## config.mk

```make
export PLATFORM = sky130hd
export DESIGN_NAME = wdtm_top
export DESIGN_NICKNAME = d
export VERILOG_FILES = /design/src/wdtm_top.v /design/src/wdtm_rst_gen.v
export VERILOG_INCLUDE_DIRS = /design/src
export SDC_FILE = /design/constraint.sdc
export NUM_CORES = 1
export LEC_CHECK = 0
export ABC_AREA = 0
export BUFFER_PORTS_ARGS = -buffer_cell sky130_fd_sc_hd__buf_2
export CAP_MARGIN = 30
export CORE_MARGIN = 2
export CORE_UTILIZATION = 30
export DETAILED_ROUTE_END_ITERATION = 7
export PLACE_DENSITY = 0.57
export SYNTH_ARGS = -nofsm -noshare
export SYNTH_HDL_FRONTEND = slang
export SYNTH_SLANG_ARGS = --single-unit
```

## constraint.sdc

```tcl
create_clock -name clk_i -period 2.35 [get_ports clk_i]
set_clock_uncertainty 0.05 [all_clocks]
set_input_delay 0.1175 -clock clk_i [delete_from_list [all_inputs] [get_ports clk_i]]
set_output_delay 0.1175 -clock clk_i [all_outputs]
set_load 0.02 [all_outputs]
```

## src/wdtm_map.vh

```
`ifndef WDTM_MAP_VH
`define WDTM_MAP_VH

// register byte offsets on the wishbone bus
`define WDTM_OFS_CTRL1 8'h00
`define WDTM_OFS_CTRL2 8'h04
`define WDTM_OFS_COUNT 8'h08
`define WDTM_OFS_STAT 8'h0C

// control 1 fields
`define WDTM_C1_WE_BIT 0
`define WDTM_C1_ON_BIT 1
`define WDTM_C1_GUARD_BIT 2

// control 2 fields
`define WDTM_C2_MODE_BIT 0

// status fields
`define WDTM_ST_OVF_BIT 0
`define WDTM_ST_RST_BIT 1

// reset values
`define WDTM_RST_WE 1'b0
`define WDTM_RST_ON 1'b0
`define WDTM_RST_MODE 1'b1
`define WDTM_RST_COUNT 8'h00

// counter limits and reset length in oscillator cycles
`define WDTM_COUNT_MAX 8'hFF
`define WDTM_RST_OSC_CYCLES 512

`endif

```

## src/wdtm_top.v

```verilog
// Contract
// - watchdog count is an 8-bit up-counter advanced by input clock pulses.
// - watchdog mode is active while mode select is 0; software clears it.
// - mode select changes only after two writes; a lone write is ignored.
// - counting starts when count-on=1, guard=0 written while write enable is 1.
// - a pulse at count FF flags overflow and raises the internal reset.
// - internal reset lasts exactly 512 watchdog oscillator cycles.
// - software may write the count; counting continues from that value.
// - preloading gives a period of 256 minus the value, 1 to 256 pulses.
//
// The Wishbone register port and the register addresses are this design's own decisions.
`timescale 1ns/10ps
`default_nettype none
`include "wdtm_map.vh"

module wdtm_top #(
  parameter RST_OSC_CYCLES = `WDTM_RST_OSC_CYCLES
) (
  input wire clk_i,
  input wire rst_i,
  // wishbone classic slave
  input wire wb_cyc_i,
  input wire wb_stb_i,
  input wire wb_we_i,
  input wire [7:0] wb_adr_i,
  input wire [3:0] wb_sel_i,
  input wire [31:0] wb_dat_i,
  output reg [31:0] wb_dat_o,
  output reg wb_ack_o,
  // asynchronous pins
  input wire count_clk_i,
  input wire wd_osc_i,
  // internal reset to the system reset logic
  output wire wdt_reset_o
);

  // register state
  reg control1_write_enable;
  reg count_on_bit;
  reg mode_select_bit;
  reg [7:0] wd_count;
  reg ovf_flag;

  // two-write sequence state for the mode bit
  reg mode_armed;
  reg mode_pending;

  // synchronisers and edge detectors
  reg cnt_meta;
  reg cnt_sync;
  reg cnt_prev;
  reg osc_meta;
  reg osc_sync;
  reg osc_prev;

  wire cnt_tick;
  wire osc_tick;
  wire rst_busy;

  // bus decode
  wire bus_req;
  wire wr_hit;
  wire lane0;
  wire wr_ctrl1;
  wire wr_ctrl2;
  wire wr_count;
  wire wr_stat;

  // counter control
  wire counting;
  wire overflow;
  reg [31:0] next_rdata;

  // count pin passes two flops before edge detection
  always @(posedge clk_i)
  begin
    if (rst_i)
    begin
      cnt_meta <= 1'b0;
      cnt_sync <= 1'b0;
      cnt_prev <= 1'b0;
    end
    else
    begin
      cnt_meta <= count_clk_i;
      cnt_sync <= cnt_meta;
      cnt_prev <= cnt_sync;
    end
  end

  // oscillator pin, same treatment; gives a one-cycle enable per period
  always @(posedge clk_i)
  begin
    if (rst_i)
    begin
      osc_meta <= 1'b0;
      osc_sync <= 1'b0;
      osc_prev <= 1'b0;
    end
    else
    begin
      osc_meta <= wd_osc_i;
      osc_sync <= osc_meta;
      osc_prev <= osc_sync;
    end
  end

  // rising edges only; pulses faster than half clk_i are lost
  assign cnt_tick = cnt_sync & ~cnt_prev;
  assign osc_tick = osc_sync & ~osc_prev;

  // a request is taken at the edge where ack is already high
  assign bus_req = wb_cyc_i & wb_stb_i;
  assign wr_hit = bus_req & wb_we_i & wb_ack_o;
  assign lane0 = wb_sel_i[0];
  assign wr_ctrl1 = wr_hit & lane0 & (wb_adr_i == `WDTM_OFS_CTRL1);
  assign wr_ctrl2 = wr_hit & lane0 & (wb_adr_i == `WDTM_OFS_CTRL2);
  assign wr_count = wr_hit & lane0 & (wb_adr_i == `WDTM_OFS_COUNT);
  assign wr_stat = wr_hit & lane0 & (wb_adr_i == `WDTM_OFS_STAT);

  // counting needs watchdog mode and count-on
  assign counting = count_on_bit & ~mode_select_bit;
  assign overflow = counting & cnt_tick & (wd_count == `WDTM_COUNT_MAX);

  // wishbone ack: one cycle high, then low for at least one cycle
  always @(posedge clk_i)
  begin
    if (rst_i)
    begin
      wb_ack_o <= 1'b0;
    end
    else
    begin
      wb_ack_o <= bus_req & ~wb_ack_o;
    end
  end

  // read mux; unmapped offsets read as zero
  always @*
  begin
    next_rdata = 32'h00000000;
    if (wb_adr_i == `WDTM_OFS_CTRL1)
    begin
      next_rdata[`WDTM_C1_WE_BIT] = control1_write_enable;
      next_rdata[`WDTM_C1_ON_BIT] = count_on_bit;
      next_rdata[`WDTM_C1_GUARD_BIT] = 1'b1; // guard always reads 1
    end
    else if (wb_adr_i == `WDTM_OFS_CTRL2)
    begin
      next_rdata[`WDTM_C2_MODE_BIT] = mode_select_bit;
    end
    else if (wb_adr_i == `WDTM_OFS_COUNT)
    begin
      next_rdata[7:0] = wd_count;
    end
    else if (wb_adr_i == `WDTM_OFS_STAT)
    begin
      next_rdata[`WDTM_ST_OVF_BIT] = ovf_flag;
      next_rdata[`WDTM_ST_RST_BIT] = rst_busy;
    end
  end

  // read data is captured with the ack so it stands while ack is high
  always @(posedge clk_i)
  begin
    if (rst_i)
    begin
      wb_dat_o <= 32'h00000000;
    end
    else if (bus_req & ~wb_ack_o & ~wb_we_i)
    begin
      wb_dat_o <= next_rdata;
    end
  end

  // control 1: write enable is free; count-on is guarded
  always @(posedge clk_i)
  begin
    if (rst_i)
    begin
      control1_write_enable <= `WDTM_RST_WE;
      count_on_bit <= `WDTM_RST_ON;
    end
    else if (wr_ctrl1)
    begin
      control1_write_enable <= wb_dat_i[`WDTM_C1_WE_BIT];
      // old write enable is used, so setting both at once sets write enable but leaves count-on unchanged
      if (control1_write_enable && !wb_dat_i[`WDTM_C1_GUARD_BIT])
      begin
        count_on_bit <= wb_dat_i[`WDTM_C1_ON_BIT];
      end
    end
  end

  // mode bit: first write arms with a value, an identical second write
  // to control 2 commits it; a differing one re-arms with its value; a write elsewhere disarms
  always @(posedge clk_i)
  begin
    if (rst_i)
    begin
      mode_select_bit <= `WDTM_RST_MODE;
      mode_armed <= 1'b0;
      mode_pending <= `WDTM_RST_MODE;
    end
    else if (wr_ctrl2)
    begin
      if (mode_armed && (mode_pending == wb_dat_i[`WDTM_C2_MODE_BIT]))
      begin
        mode_select_bit <= mode_pending;
        mode_armed <= 1'b0;
      end
      else
      begin
        mode_armed <= 1'b1;
        mode_pending <= wb_dat_i[`WDTM_C2_MODE_BIT];
      end
    end
    else if (wr_hit)
    begin
      mode_armed <= 1'b0;
    end
  end

  // counter: a software write wins over a tick in the same cycle
  always @(posedge clk_i)
  begin
    if (rst_i)
    begin
      wd_count <= `WDTM_RST_COUNT;
    end
    else if (wr_count)
    begin
      wd_count <= wb_dat_i[7:0];
    end
    else if (counting && cnt_tick)
    begin
      // FF plus one wraps to zero, so a preload v overflows after 256-v
      wd_count <= wd_count + 8'h01;
    end
  end

  // overflow flag: sticky, write 1 clears, a new overflow wins
  always @(posedge clk_i)
  begin
    if (rst_i)
    begin
      ovf_flag <= 1'b0;
    end
    else if (overflow)
    begin
      ovf_flag <= 1'b1;
    end
    else if (wr_stat && wb_dat_i[`WDTM_ST_OVF_BIT])
    begin
      ovf_flag <= 1'b0;
    end
  end

  // reset stretcher counts oscillator enables, not clk_i cycles
  wdtm_rst_gen #(
    .OSC_CYCLES(RST_OSC_CYCLES),
    .CW(10)
  ) u_rst_gen (
    .clk_i(clk_i),
    .rst_i(rst_i),
    .osc_tick_i(osc_tick),
    .start_i(overflow),
    .busy_o(rst_busy)
  );

  // flop output of the stretcher drives the pin directly
  assign wdt_reset_o = rst_busy;

endmodule // wdtm_top

`default_nettype wire

```

## src/wdtm_rst_gen.v

```verilog
`timescale 1ns/10ps
`default_nettype none
`include "wdtm_map.vh"

// stretches an overflow pulse into a reset held for a fixed number of
// watchdog oscillator cycles
module wdtm_rst_gen #(
  parameter OSC_CYCLES = `WDTM_RST_OSC_CYCLES,
  parameter CW = 10
) (
  input wire clk_i,
  input wire rst_i,
  input wire osc_tick_i,
  input wire start_i,
  output reg busy_o
);

  reg [CW-1:0] remain;

  // a new overflow while busy restarts the full length
  always @(posedge clk_i)
  begin
    if (rst_i)
    begin
      remain <= {CW{1'b0}};
      busy_o <= 1'b0;
    end
    else if (start_i)
    begin
      remain <= OSC_CYCLES[CW-1:0];
      busy_o <= 1'b1;
    end
    else if (busy_o && osc_tick_i)
    begin
      remain <= remain - {{(CW-1){1'b0}}, 1'b1};
      if (remain == {{(CW-1){1'b0}}, 1'b1})
      begin
        busy_o <= 1'b0;
      end
    end
  end

endmodule // wdtm_rst_gen

`default_nettype wire

```

==> run metrics <==
Overflow after GRT 0; status finished, final reports clean; Clock Latency Late Sink 0.29 ns; DR WL/cell 11.6 um; Setup-failing EPs final 0; synth warn 0; CTS tree yes; required time of the critical path 2.51 ns; final core occ 35.4%; Detail Placement HPWL 2800 um; Worst setup EP type flop; antenna viol nets, final 0; most frequent cell after synthesis dfxtp_1; placed cell area 2130 um2; IO Port Bufs 33; worst-margin pin slew 0.649 ns; die area 7330 um2; DR pass1 iterations 4; CTS buffer count 5; final hold viol count 0; initial core utilization 31.3%; DR DRC count 0; worst-path fanout max 7; Routed met2 length 1860 um; Crit path arrival time 2.00 ns; Clock Tree Buf Depth 2; EDFF count, synth 0; core area 6390 um2; H-tree Lvls 2; Nets 312; Period Utilization, post-route 78.1%; via count 1,576; VDD IR-drop max 0.000375 V; share of cells above drive strength 1 17.8%; worst-path cell chain nand4_1, or4_4, or3_1, a21oi_1; total track usage 11.2%; Hold WS 0.0229 ns; post-synthesis sequential area ratio 40.1%; synth unique cells 38; synth-to-layout area growth 13.0%; fmax 545 MHz; Primary FF master, synth dfxtp_1; Period minus WS final 1.84 ns; IO Count 85; crit-path max cell delay 0.58 ns; most frequent cells after synthesis dfxtp_1, nor2_1, buf_4; Async S/R FF share, synth 0%; Largest register FFs 10; routed wire length 3910 um; worst hold path type in2reg; initial antenna violation count 0; RSZ-0062 raised after global routing no; top flop regs u_rst_gen.remain x10, wb_dat_o x8, wd_count x8; Max-Cap Viols 0; cell count after synthesis 228; Clk pin slew, worst setup/hold paths 0.08 ns; relative slew slack 56.4%; number of global-route vias before repair 1,408; LEAKAGE 0.896 nW; Final Slew Violations 0; post-synth top area cell dfxtp_1; Biggest register u_rst_gen.remain; max layer used met4; critical path startpoint category flop; first-pass GRT wire length 6720 um; Die Y 85.6 um; Synth top area share 40.1%; Die Wd 85.6 um; Sink Count 40; Total Power 1.33 mW; syn avg cell area 8.77 um2; Worst path slowest cell or4_4; RePlAce Congestion 0.783; met1 WL 1910 um; Post-Route Setup TNS 0 ns; fin area 2260 um2; Rows 29; initial drt markers 42; wire length on met3 117 um; flops & latches, synth 40; top cells by area, synth dfxtp_1, buf_4, nor2_1, xor2_1, a211oi_1; mapped cell area 2000 um2; Antenna Cells 0; kind of critical path reg2reg; vias per cell 4.69; Root Buffer clkbuf_8; largest net degree at the start of global routing 33; P per Cell Area 589 nW/um2
==> repair_timing <==
item,in CTS,in global routing
gates resized for setup,0,0
endpoints found under the setup margin,0,0
setup buffers,0,0
hold endpoints to repair,2,0
hold buffers,2,0
==> per-stage QoR <==
step	cells	setup slack, ns
floorplan	251	0.476
global placement	326	0.264
detailed placement	326	0.258
CTS	336	0.513
global route	336	0.324
finish	336	0.514
==> critical path, delay by kind of cell, from the launching register on <==
family	cells	cell delay, ns
DFF	1	0.38
and+or+nand+nor	3	1.19
AOI/OAI and AO/OA	1	0.14
==> area by class of cell <==
class	count	area, um2
repair buffers	37	200
inverters	5	18.8
well taps	77	96.3
clock buffers	6	72.6
fillers	675	4130
clock inverters	2	35.0
flip-flops and latches	40	801
multi-input cells	169	1030
==> cells by family after synthesis <==
family	after synthesis	synth area share, %
AO/OA/AOI/OAI	28	9.76
XOR/XNOR	17	7.45
adder cells (fa/ha/maj)	3	1.88
buffers and inverters	42	12.5
flip-flops	40	40.1
multiplexers	5	3.13
other	1	0.188
AND/OR/NAND/NOR	92	25.0
==> where the power goes <==
part	internal (mW)	total, mW	switching, mW
Clock	0.315	0.550	0.234
Combinational	0.0272	0.0960	0.0688
Sequential	0.682	0.684	0.00174
==> worst paths after layout <==
| path | start | to | slack (ns) | cells after the start |
|---|---|---|---|---|
| min reg2reg | cnt_meta | cnt_sync | 0.39 | 1 |
| max | wb_ack_o | count_on_bit | 0.51 | 4 |
| max reg2reg | wb_ack_o | count_on_bit | 0.51 | 4 |
| min | wb_stb_i | wb_ack_o | 0.02 | 3 |
==> metal layers <==
| layer | global-route usage [%] | vias to the layer above |
|---|---|---|
| met4 | 2.60 | 0 |
| met1 | 14.9 | 736 |
| met2 | 18.3 | 31 |
| met5 | 0 | - |
| li1 | - | 805 |
| met3 | 2.89 | 4 |
==> placed cells by master, fill, tap and decap left out, types with 6 or more instances in the layout <==
master and n:
nand4_1 8, dfxtp_1 40, conb_1 24, buf_2 33, nand2_1 6, a21oi_1 6
nand3_1 7, nor2b_1 7, xor2_1 13, nor2_1 32, a211oi_1 9, nor3_1 6
No activity file was read; power rests on OpenSTA's default activity.
